### src/rtl/cbr_pkg.sv
// Package with constants, states and carrier types of the bus shell
package cbr_pkg;

  // ****************************************************************
  // Memory map
  // ****************************************************************
  localparam logic [15:0] PORT_DIR_ADDR   = 16'h0000;
  localparam logic [15:0] PORT_LATCH_ADDR = 16'h0001;
  localparam logic [6:0]  INT_PAGE_TAG    = 7'h00;   // pages 0 and 1
  localparam logic [7:0]  STACK_PAGE      = 8'h01;
  localparam int          RAM_DEPTH       = 256;
  localparam int          RAM_AW          = 8;

  // ****************************************************************
  // Vectors and sequencing
  // ****************************************************************
  localparam logic [15:0] VEC_RST_LO  = 16'hfffc;
  localparam logic [15:0] VEC_RST_HI  = 16'hfffd;
  localparam logic [15:0] VEC_IRQ_LO  = 16'hfffe;
  localparam logic [15:0] VEC_IRQ_HI  = 16'hffff;
  localparam logic [2:0]  INIT_CYCLES = 3'h6;
  localparam logic [7:0]  PUSH_DEPTH  = 8'h03;

  // ****************************************************************
  // Reset values
  // ****************************************************************
  localparam logic [7:0]  PORT_DIR_RST   = 8'h00;
  localparam logic [7:0]  PORT_LATCH_RST = 8'h00;
  localparam logic [15:0] ADDR_RST       = 16'h0000;

  // ****************************************************************
  // Types
  // ****************************************************************
  typedef enum logic [3:0] {
    S_HOLD, S_INIT, S_VLO, S_VHI, S_RUN, S_CORE,
    S_PUSH_H, S_PUSH_L, S_PUSH_P, S_IVLO, S_IVHI
  } cbr_state_t;

  typedef struct packed {
    logic [15:0] addr;
    logic [7:0]  wdata;
    logic        we;
  } cbr_req_t;

  typedef struct packed {
    logic [15:0] addr;
    logic [7:0]  wdata;
    logic        rw;     // high = read
  } cbr_bus_t;

endpackage

### src/rtl/cbr_ram.sv
// Internal page of static RAM with registered read data
`timescale 1ns/10ps
module cbr_ram
  import cbr_pkg::*;
(
  input  wire logic              i_clk_sys,
  input  wire logic              i_we,
  input  wire logic [RAM_AW-1:0] i_addr,
  input  wire logic [7:0]        i_wdata,
  output logic      [7:0]        o_rdata
);

  logic [7:0] mem [RAM_DEPTH];

  // Write and registered read; no reset, contents are undefined at power up
  always_ff @(posedge i_clk_sys)
  begin
    if (i_we)
    begin
      mem[i_addr] <= i_wdata;
    end
    o_rdata <= mem[i_addr];
  end

endmodule

### src/rtl/cbr_port.sv
// Eight-bit I/O port with per-bit direction register
`timescale 1ns/10ps
module cbr_port
  import cbr_pkg::*;
(
  input  wire logic       i_clk_sys,
  input  wire logic       i_reset,
  input  wire logic       i_we,
  input  wire logic       i_sel_dir,
  input  wire logic [7:0] i_wdata,
  input  wire logic [7:0] i_pins_in,
  output logic      [7:0] o_pins_out,
  output logic      [7:0] o_pins_oe,
  output logic      [7:0] o_rdata
);

  // ****************************************************************
  // Read selection
  // ****************************************************************
  // Input bits read the pin, output bits read back the latch
  wire [7:0] pin_view = (o_pins_oe & o_pins_out) | (~o_pins_oe & i_pins_in);
  wire [7:0] rd_sel   = i_sel_dir ? o_pins_oe : pin_view;

  // ****************************************************************
  // Registers
  // ****************************************************************
  // Direction doubles as the pin enable, latch as the pin value
  always_ff @(posedge i_clk_sys)
  begin
    if (i_reset)
    begin
      o_pins_oe  <= PORT_DIR_RST;
      o_pins_out <= PORT_LATCH_RST;
      o_rdata    <= 8'h00;
    end
    else
    begin
      if (i_we && i_sel_dir)
      begin
        o_pins_oe <= i_wdata;
      end
      if (i_we && !i_sel_dir)
      begin
        o_pins_out <= i_wdata;
      end
      o_rdata <= rd_sel;
    end
  end
endmodule

### src/rtl/cbr_top.sv
// Reset, interrupt entry and bus shell around the internal RAM and port
`timescale 1ns/10ps
// Summary of operation
// - One RAM page answers at pages 0 and 1
// - Direction at 0000, output latch at 0001
// - Each port bit has its own direction
// - No writes while init line is low
// - Rising init line starts reset sequence at once
// - After six cycles set mask, fetch FFFC/FFFD
// - Interrupt evaluated only at instruction end
// - Interrupt taken only when mask flag clear
// - Push PC and status, then set mask
// - Load PC from FFFE/FFFF after push
// - Address bus drive follows enable, one cycle late
// - Read/write line high except write cycles
// - Data bus driven on writes, received otherwise
// - Sixteen-bit three-state address output
module cbr_top
  import cbr_pkg::*;
(
  input  wire logic        i_clk_sys,
  input  wire logic        i_reset,
  input  wire logic        i_init_line_n,
  input  wire logic        i_irq_n,
  input  wire logic        i_addr_bus_drive_enable,
  input  wire logic [7:0]  i_data_lines_in,
  input  wire logic [7:0]  i_port_pins_in,
  input  wire logic        i_core_valid,
  input  wire cbr_req_t    i_core_req,
  input  wire logic        i_instr_end,
  input  wire logic        i_mask_set,
  input  wire logic        i_mask_clr,
  input  wire logic [15:0] i_core_pc,
  input  wire logic [7:0]  i_core_sp,
  input  wire logic [7:0]  i_core_status,
  output logic [15:0]      o_addr,
  output logic             o_addr_oe,
  output logic             o_rw,
  output logic [7:0]       o_data_lines_out,
  output logic             o_data_lines_oe,
  output logic [7:0]       o_port_pins_out,
  output logic [7:0]       o_port_pins_oe,
  output logic             o_core_ack,
  output logic [7:0]       o_core_rdata,
  output logic             o_irq_mask,
  output logic             o_vec_load,
  output logic             o_vec_is_irq,
  output logic [15:0]      o_pc_new,
  output logic             o_running
);

  // ****************************************************************
  // Decoding helpers
  // ****************************************************************
  // Pages 0 and 1 fold onto one page, so only bits 15..9 are checked
  function automatic logic is_internal(input logic [15:0] a);
    is_internal = (a[15:9] == INT_PAGE_TAG);
  endfunction

  function automatic logic is_port(input logic [15:0] a);
    is_port = (a == PORT_DIR_ADDR) || (a == PORT_LATCH_ADDR);
  endfunction

  // Address, data and direction of the bus cycle that a state performs
  // Idle states keep the current address, handed in as an argument so the
  // net that calls this follows every move of the address register
  function automatic cbr_bus_t bus_setup(input cbr_state_t s,
                                         input cbr_req_t   rq,
                                         input logic [15:0] pc,
                                         input logic [7:0] sp,
                                         input logic [7:0] stat,
                                         input logic [15:0] cur);
    cbr_bus_t b;
    b = '{addr: cur, wdata: 8'h00, rw: 1'b1};
    case (s)
      S_VLO:    b.addr = VEC_RST_LO;
      S_VHI:    b.addr = VEC_RST_HI;
      S_CORE:   b = '{addr: rq.addr, wdata: rq.wdata, rw: !rq.we};
      S_PUSH_H: b = '{addr: {STACK_PAGE, sp}, wdata: pc[15:8], rw: 1'b0};
      S_PUSH_L: b = '{addr: {STACK_PAGE, sp - 8'h01}, wdata: pc[7:0],
                      rw: 1'b0};
      S_PUSH_P: b = '{addr: {STACK_PAGE, sp - 8'h02}, wdata: stat,
                      rw: 1'b0};
      S_IVLO:   b.addr = VEC_IRQ_LO;
      S_IVHI:   b.addr = VEC_IRQ_HI;
      default:  b.rw = 1'b1;
    endcase
    bus_setup = b;
  endfunction

  // ****************************************************************
  // State
  // ****************************************************************
  cbr_state_t  st;
  cbr_state_t  next_st;
  logic        ph;
  logic [2:0]  cnt;
  logic        init_q;
  logic [15:0] pc_q;
  logic [7:0]  sp_q;
  logic [7:0]  stat_q;
  logic [7:0]  ram_q;
  logic [7:0]  port_q;

  // ****************************************************************
  // Control decode
  // ****************************************************************
  // Rise of the init line; reset clears init_q so release counts too
  wire init_rise = i_init_line_n && !init_q;
  // Request sampled only at the instruction boundary
  wire take_irq  = (st == S_RUN) && i_instr_end && !i_irq_n
                   && !o_irq_mask;
  wire bus_state = (st == S_VLO) || (st == S_VHI) || (st == S_CORE)
                   || (st == S_PUSH_H) || (st == S_PUSH_L)
                   || (st == S_PUSH_P) || (st == S_IVLO)
                   || (st == S_IVHI);
  wire step_done = bus_state && ph;
  wire next_ph   = (next_st == st) && bus_state && !ph;
  wire [15:0] pc_src   = (st == S_RUN) ? i_core_pc : pc_q;
  wire [7:0]  sp_src   = (st == S_RUN) ? i_core_sp : sp_q;
  wire [7:0]  stat_src = (st == S_RUN) ? i_core_status : stat_q;
  wire cbr_bus_t next_bus = bus_setup(next_st, i_core_req, pc_src,
                                      sp_src, stat_src, o_addr);
  wire changing  = (next_st != st);
  wire next_rw   = changing ? next_bus.rw : (o_rw || !bus_state);
  wire int_sel   = is_internal(o_addr);
  wire port_sel  = is_port(o_addr);
  // A falling init line blocks the internal write of the current cycle too
  wire int_we    = bus_state && !ph && !o_rw && i_init_line_n;
  // Internal space answers reads; external data otherwise
  wire [7:0] rd_data = port_sel ? port_q
                     : int_sel  ? ram_q : i_data_lines_in;

  // ****************************************************************
  // Next state
  // ****************************************************************
  // Low init line overrides everything and parks the bus in read
  always_comb
  begin
    next_st = st;
    case (st)
      S_HOLD:   next_st = S_HOLD;
      S_INIT:   if (cnt == INIT_CYCLES - 3'h1) next_st = S_VLO;
      S_VLO:    if (ph) next_st = S_VHI;
      S_VHI:    if (ph) next_st = S_RUN;
      S_RUN:
      begin
        if (take_irq)
          next_st = S_PUSH_H;
        else if (i_core_valid)
          next_st = S_CORE;
      end
      S_CORE:   if (ph) next_st = S_RUN;
      S_PUSH_H: if (ph) next_st = S_PUSH_L;
      S_PUSH_L: if (ph) next_st = S_PUSH_P;
      S_PUSH_P: if (ph) next_st = S_IVLO;
      S_IVLO:   if (ph) next_st = S_IVHI;
      S_IVHI:   if (ph) next_st = S_RUN;
      default:  next_st = S_HOLD;
    endcase
    if (!i_init_line_n)
      next_st = S_HOLD;
    else if (init_rise)
      next_st = S_INIT;
  end

  // ****************************************************************
  // Sequencer registers
  // ****************************************************************
  always_ff @(posedge i_clk_sys)
  begin
    if (i_reset)
    begin
      st     <= S_HOLD;
      ph     <= 1'b0;
      cnt    <= 3'h0;
      init_q <= 1'b0;
    end
    else
    begin
      st     <= next_st;
      ph     <= next_ph;
      cnt    <= (st == S_INIT) ? cnt + 3'h1 : 3'h0;
      init_q <= i_init_line_n;
    end
  end

  // Push sources held for the whole entry, the core may move on
  always_ff @(posedge i_clk_sys)
  begin
    if (i_reset)
    begin
      pc_q   <= 16'h0000;
      sp_q   <= 8'h00;
      stat_q <= 8'h00;
    end
    else if (st == S_RUN)
    begin
      pc_q   <= i_core_pc;
      sp_q   <= i_core_sp;
      stat_q <= i_core_status;
    end
  end

  // ****************************************************************
  // Bus pins
  // ****************************************************************
  // Data drive follows a write cycle exactly, never in hold
  always_ff @(posedge i_clk_sys)
  begin
    if (i_reset)
    begin
      o_addr           <= ADDR_RST;
      o_rw             <= 1'b1;
      o_data_lines_out <= 8'h00;
      o_data_lines_oe  <= 1'b0;
      o_addr_oe        <= 1'b0;
    end
    else
    begin
      o_addr           <= changing ? next_bus.addr : o_addr;
      o_data_lines_out <= changing ? next_bus.wdata : o_data_lines_out;
      o_rw             <= next_rw;
      o_data_lines_oe  <= !next_rw;
      o_addr_oe        <= i_addr_bus_drive_enable;
    end
  end

  // ****************************************************************
  // Results to the core
  // ****************************************************************
  // Mask sets beat a clear from the core in the same cycle
  always_ff @(posedge i_clk_sys)
  begin
    if (i_reset)
    begin
      o_core_ack   <= 1'b0;
      o_core_rdata <= 8'h00;
      o_irq_mask   <= 1'b1;
      o_vec_load   <= 1'b0;
      o_vec_is_irq <= 1'b0;
      o_pc_new     <= 16'h0000;
      o_running    <= 1'b0;
    end
    else
    begin
      o_core_ack <= (st == S_CORE) && ph;
      o_vec_load <= ((st == S_VHI) || (st == S_IVHI)) && ph;
      o_running  <= (next_st != S_HOLD) && (next_st != S_INIT);
      if ((st == S_CORE) && ph)
        o_core_rdata <= rd_data;
      if (((st == S_VLO) || (st == S_IVLO)) && ph)
        o_pc_new[7:0] <= rd_data;
      if (((st == S_VHI) || (st == S_IVHI)) && ph)
      begin
        o_pc_new[15:8] <= rd_data;
        o_vec_is_irq   <= (st == S_IVHI);
      end
      if (((st == S_INIT) && (next_st == S_VLO))
          || ((st == S_PUSH_P) && ph))
        o_irq_mask <= 1'b1;
      else if (st == S_RUN && i_mask_set)
        o_irq_mask <= 1'b1;
      else if (st == S_RUN && i_mask_clr)
        o_irq_mask <= 1'b0;
    end
  end

  // ****************************************************************
  // Internal memory and port
  // ****************************************************************
  cbr_ram u_ram (
    .i_clk_sys (i_clk_sys),
    .i_we      (int_we && int_sel && !port_sel),
    .i_addr    (o_addr[RAM_AW-1:0]),
    .i_wdata   (o_data_lines_out),
    .o_rdata   (ram_q)
  );

  cbr_port u_port (
    .i_clk_sys  (i_clk_sys),
    .i_reset    (i_reset),
    .i_we       (int_we && port_sel),
    .i_sel_dir  (o_addr == PORT_DIR_ADDR),
    .i_wdata    (o_data_lines_out),
    .i_pins_in  (i_port_pins_in),
    .o_pins_out (o_port_pins_out),
    .o_pins_oe  (o_port_pins_oe),
    .o_rdata    (port_q)
  );
endmodule

### config.mk
export PLATFORM = sky130hd
export DESIGN_NAME = cbr_top
export DESIGN_NICKNAME = d
export VERILOG_FILES = /design/src/rtl/cbr_pkg.sv /design/src/rtl/cbr_ram.sv /design/src/rtl/cbr_port.sv /design/src/rtl/cbr_top.sv
export SDC_FILE = /design/constraint.sdc
export NUM_CORES = 2
export LEC_CHECK = 0
export ABC_CLOCK_PERIOD_IN_PS = 8400
export BUFFER_PORTS_ARGS = -buffer_cell sky130_fd_sc_hd__buf_2
export CORE_MARGIN = 1.5
export CORE_UTILIZATION = 45
export CTS_BUF_LIST = sky130_fd_sc_hd__clkbuf_8
export CTS_CLUSTER_DIAMETER = 100
export DETAILED_ROUTE_END_ITERATION = 6
export SETUP_SLACK_MARGIN = 0.3
export SLEW_MARGIN = 20
export SYNTH_ARGS = -nofsm -noshare
export SYNTH_HDL_FRONTEND = slang
export SYNTH_SLANG_ARGS = --single-unit
### constraint.sdc
create_clock -name i_clk_sys -period 8.4 [get_ports i_clk_sys]
set_input_delay 0.42 -clock i_clk_sys [delete_from_list [all_inputs] [get_ports i_clk_sys]]
set_output_delay 0.42 -clock i_clk_sys [all_outputs]
set_load 0.1 [all_outputs]
Yosys cells after proc, flatten, opt, wreduce, memory -nomap -nowiden:

Memories as Yosys holds them, arrays and structs flattened. A register that Yosys moved wholly into a read port is not among the register bits.
Cells that the tools add are included.

* memories kept: 1
* logic and storage cells: 132
* bits in writable memories: 2048
* bits of input ports: 82
* output and inout port bits: 72
* register bits: 121

* multiplexer cells: 24
* add/sub/neg operators: 3
* bitwise logic cells: 5
* eq/ne operators: 23
* reductions and logical operators: 53

Memories
* u_ram.mem: words 256, width 8, rd ports 1, clocked after memory_dff 1, write ports 1, RTL line cbr_ram.sv:13 `logic [7:0] mem [RAM_DEPTH];`

Operators with widths (count)
* one-hot mux 16 bit (8 select lines): 1
* two-way mux 4 bit: 11
* two-way mux 8 bit: 5
* one-hot mux 4 bit (8 select lines): 1
* one-hot mux 8 bit (4 select lines): 1
* == test 4 x 3 -> 1 bit, second input constant: 7
* == test 4 bit, second input constant: 6
* logical AND 1 bit: 22
* bitwise AND 8 bit: 2
* == test 16 x 1 -> 1 bit, second input constant: 1
* == test 4 x 2 -> 1 bit, second input constant: 4
* zero test 16 bit: 1
* two-way mux 16 bit: 1
* logical OR 1 bit: 12
* zero test 1 bit: 10
* OR reduction 3 bit: 3
* inverter 8 bit: 1
* OR 8 bit: 1
* nonzero test 8 bit: 1
* subtractor 8 x 1 -> 8 bit, second input constant: 1
* subtractor 8 x 2 -> 8 bit, second input constant: 1
* zero test 7 bit: 1
* == test 4 x 1 -> 1 bit, second input constant: 1
* == test 4 bit: 1
* 10 further kinds: 12

Depth between registers and ports, before layout:

* word-level depth: 15
* mapped depth: 13
* mapped depth without buffers: 10

Hierarchy:

Synthesis repeated with hierarchy kept, for this count alone.

* cell total of the unflattened synthesis: 4179
* area, all modules: 84264.6 µm²

Modules (own cells, without submodules)
* cbr_ram: area an instance 78492.8 µm², seq. area each 61659.1 µm², instances 1, cells an instance 3547
* cbr_top: area an instance 4775.8 µm², seq. area each 1941.9 µm², instances 1, cells an instance 535
* cbr_port: area an instance 996.0 µm², seq. area each 480.5 µm², instances 1, cells an instance 97

Worst setup path after synthesis:

Ideal clock, no wire load.

* kind: reg-to-reg
* start: register o_data_lines_out[7]
* end: memory u_ram.mem[0][7], data pin
* required time: 7403 ps
* setup time: 997 ps
* stages on the path, launching flop included: 1
* path slack: 3331 ps
* data arrival time: 4072 ps
* path through: dfxtp_1

RTL lines
* from (decl): RTL line cbr_top.sv:39 `output logic [7:0] o_data_lines_out,`
* from (signal assigned): RTL line cbr_top.sv:222 `o_data_lines_out <= changing ? next_bus.wdata : o_data_lines_out;`
* to (decl): RTL line cbr_ram.sv:13

Straight into the memory's write port.

Final worst setup path:

* start: register st[3]
* end: memory u_ram.mem[77][0], enable pin

* longest elaborated chain between the ends: 15

Ends and longest elaborated chain
* from (decl): RTL line cbr_top.sv:94 `cbr_state_t st;`
* from (signal assigned): RTL line cbr_top.sv:181 `st <= next_st;`
* == test 4 x 2 -> 1 bit: RTL line cbr_top.sv:113 `wire bus_state = (st == S_VLO) || (st == S_VHI) || (st == S_CORE)`
* logical OR 1 bit (2 in a row): RTL line cbr_top.sv:113
* logical OR 1 bit (2 in a row): RTL line cbr_top.sv:114 `|| (st == S_PUSH_H) || (st == S_PUSH_L)`
* logical OR 1 bit (2 in a row): RTL line cbr_top.sv:115 `|| (st == S_PUSH_P) || (st == S_IVLO)`
* logical OR 1 bit (*): RTL line cbr_top.sv:116 `|| (st == S_IVHI);`
* logical AND 1 bit (*) (3 in a row): RTL line cbr_top.sv:129 `wire int_we = bus_state && !ph && !o_rw && i_init_line_n;`
* logical AND 1 bit (*) (2 in a row): RTL line cbr_top.sv:274 `.i_we (int_we && int_sel && !port_sel),`
* two-way mux 1 bit (*): RTL line cbr_ram.sv:18 `if (i_we)`
* two-way mux 1 bit (not written as such) (*): RTL line cbr_ram.sv:20 `mem[i_addr] <= i_wdata;`

Mark *: on every way between the ends. The rest lies on a longest branch, timed or not.

==> impl_metrics.ini <==
[status]
run_status = complete, no violations

[global_routing]
grt_pass1_vias = 44400
grt_max_degree = 173
grt.total_usage = 0.242
overflow = 0
grt_pass1_wl_mm = 329
antenna_found_initial = 11

[floorplanning]
rows = 159
start_util = 0.452
ios = 154
die_x_um = 437
fp.coreArea_sq_um = 188000
dieArea_sq_um = 191000
die_h_um = 437

[timing]
drv_slew = 0
period_needed_ns = 4.93
holdWs_ns = 0.105
grt_setup_unrepaired = no
finalSetupTns_ns = 0
fmaxAchievable_mhz = 203
finClkSkew_ns = 0.0923
fin_crit_sh = 0.587
max_slew_margin = 0.252
hold_violations = 0
final-setup-viol-count = 0
tightestPinTransition_ns = 1.12

[clock_network]
numClockSinks = 2177
numCtsBuffers = 352
cts.repair.resized = 0
tritoncts = done
cts_root_buf = clkbuf_8
clock_latency_ns = 1.07
clk_path_buf_depth = 4
clk_pin_slew_ns = 0.06
cts-htree-levels = 5

[synth]
synth_edf_count = 2048
ys_types = 81
synth.top_cell.area_share = 0.725
synthArstFlopShare = 0
postSynthAreaPerCell_sq_um = 20.6
syn_inst = 4127
yosysTopAreaCell = edfxtp_1
ys_top_cells_by_area = edfxtp_1, mux4_2, dfxtp_1
ys_warn_count = 0
synth-seq-area-share = 0.755
syn_area_sq_um = 84800
ys_seq_elements = 2177
syn_nets = 4214
synthFlopType = edfxtp_1

[place]
gp_congestion = 0.874
numPortBuffers = 153
place_inst = 6634
dp_hpwl_mm = 140
place_area_sq_um = 88600

[layout]
instances_no_fill = 7341
area_delta_synth_final_pct = 13.2
layout_commonest_cell = edfxtp_1
final_cell_area_sq_um = 96000
drive_gt1_frac = 0.273
fill_cells = 14800
final_cell_mix = edfxtp_1, mux4_2, nor2_1
nNetsFinal = 4682

[critical_path]
slowest_delay_ns = 0.84
crit_buf_inv = 3
worstPathRequired_ns = 9.05
cpLargestDelayFamily = simple AND/OR/NAND/NOR gates
critical_path_class = reg -> reg
cp.arrival_ns = 5.58
crit_top_cell = buf_4
crit_chain = nor2_1 -> a22o_1 -> nor4_1 -> nor3b_4 -> buf_4 -> buf_4 -> nand3_1 -> buf_4 -> nor2_1
path_max_fanout = 24
crit_path_end_kind = flip-flop
start_kind = flip-flop
crit_path_top_delay_cell = dfxtp_1

[hold_path]
hold_class = in -> reg

[route]
via_per_inst = 6.06
via_count = 44500
first_pass_iters = 6
antenna_left = 0
drt_wl_total_mm = 232
drc = 0
wl_per_cell_um = 31.6
drtIter0Drc = 5756

[pwr]
ir_drop_uv = 177
cellPowerDensity_nw_per_um2 = 212
p_leak_nw = 35.2

[job]
max-cap-violations = 0
==> synthesized netlist by cell type (all sizes together), types with 18 or more instances <==
master / count
a22o: 19
nor2b: 22
inv: 19
nor3: 21
nand4: 18
buf: 117
mux2i: 120
o22ai: 21
nand2: 140
a22oi: 58
nand3: 41
dfxtp: 129
nor2: 383
mux4: 581
o21ai: 41
edfxtp: 2048
clkbuf: 126
a21oi: 39
a221oi: 25
==> metrics by stage <==
| step | total power, W | util | setup slack (ns) |
|---|---|---|---|
| after floorplan | 0.0119 | - | 3.33 |
| after detailed placement | 0.0120 | 0.472 | 3.47 |
| after CTS | 0.0205 | 0.512 | 3.50 |
| after global placement | 0.0120 | 0.472 | 3.59 |
| final | 0.0204 | 0.512 | 3.47 |
| after global routing | 0.0210 | 0.512 | 3.25 |
==> state kept, by name, summed over array words and instances, names as in the netlist, 16 cells and up <==
signal and flops:
o_addr 16, pc_q 16, u_ram.mem 2048, o_pc_new 16
==> layout make-up <==
class	instances	area [sq um]	area share
inverters	20	75.1	0.000782
diodes	4	10.0	0.000104
multi-input cells	1687	19600	0.204
flip-flops and latches	2177	64100	0.668
clock inverters	228	1290	0.0134
clock buffers	373	5130	0.0534
well taps	2495	3120	0.0325
repair buffers	357	2690	0.0280
==> path summary, 6_finish.rpt <==
path         cells after the start              start  slack [ns]                                to
max                              9   st[3]$_SDFF_PP0_        3.47        u_ram.mem[77][0]$_DFFE_PP_
min                              5      i_core_req[8]        0.11  o_data_lines_out[7]$_SDFFE_PP0P_
max reg2reg                      9   st[3]$_SDFF_PP0_        3.47        u_ram.mem[77][0]$_DFFE_PP_
min reg2reg                      1  cnt[0]$_SDFF_PP0_        0.47                 cnt[0]$_SDFF_PP0_
==> metal layers <==
metal  part of all wire  GRT usage  up-vias
met5            0.00019          0        -
met2               0.47      0.369     2368
met4              0.030     0.0799        6
met1               0.41      0.348    23700
met3              0.092     0.0533      368
li1                   -          -    18100
==> tightest hold or removal path: stages <==
cell and delay (ns):
buf_2 0.08, nor2_1 0.03, a211oi_1 0.16, o21ai_0 0.23, a21oi_1 0.17
==> cells by family (layout without fill, tap and decap cells) <==
kind of cell | Yosys count | in the layout | share of synthesized area
multiplexers | 703 | 703 | 0.169
XOR/XNOR | 6 | 6 | 0.000620
other | 0 | 4 | 0
AND/OR/NAND/NOR | 679 | 679 | 0.0349
AO/OA/AOI/OAI | 294 | 294 | 0.0252
flip-flops | 2177 | 2177 | 0.755
adder cells (fa/ha/maj) | 5 | 5 | 0.000738
buffers and inverters | 263 | 978 | 0.0143
==> power breakdown <==
| part | total, W | internal (W) | leakage, nW | switching, W |
|---|---|---|---|---|
| clock | 0.00861 | 0.00450 | 3.66 | 0.00410 |
| sequential | 0.0117 | 0.0117 | 24.9 | 0.00000227 |
| combinational | 0.0000770 | 0.0000414 | 6.68 | 0.0000356 |
| total | 0.0204 | 0.0162 | 35.2 | 0.00414 |
==> repair_timing <==
action | CTS | global route
buffers inserted | 0 | 0
hold buffers | 102 | 0
endpoints found under the hold margin | 88 | 0
(Power assumes the default switching activity.)
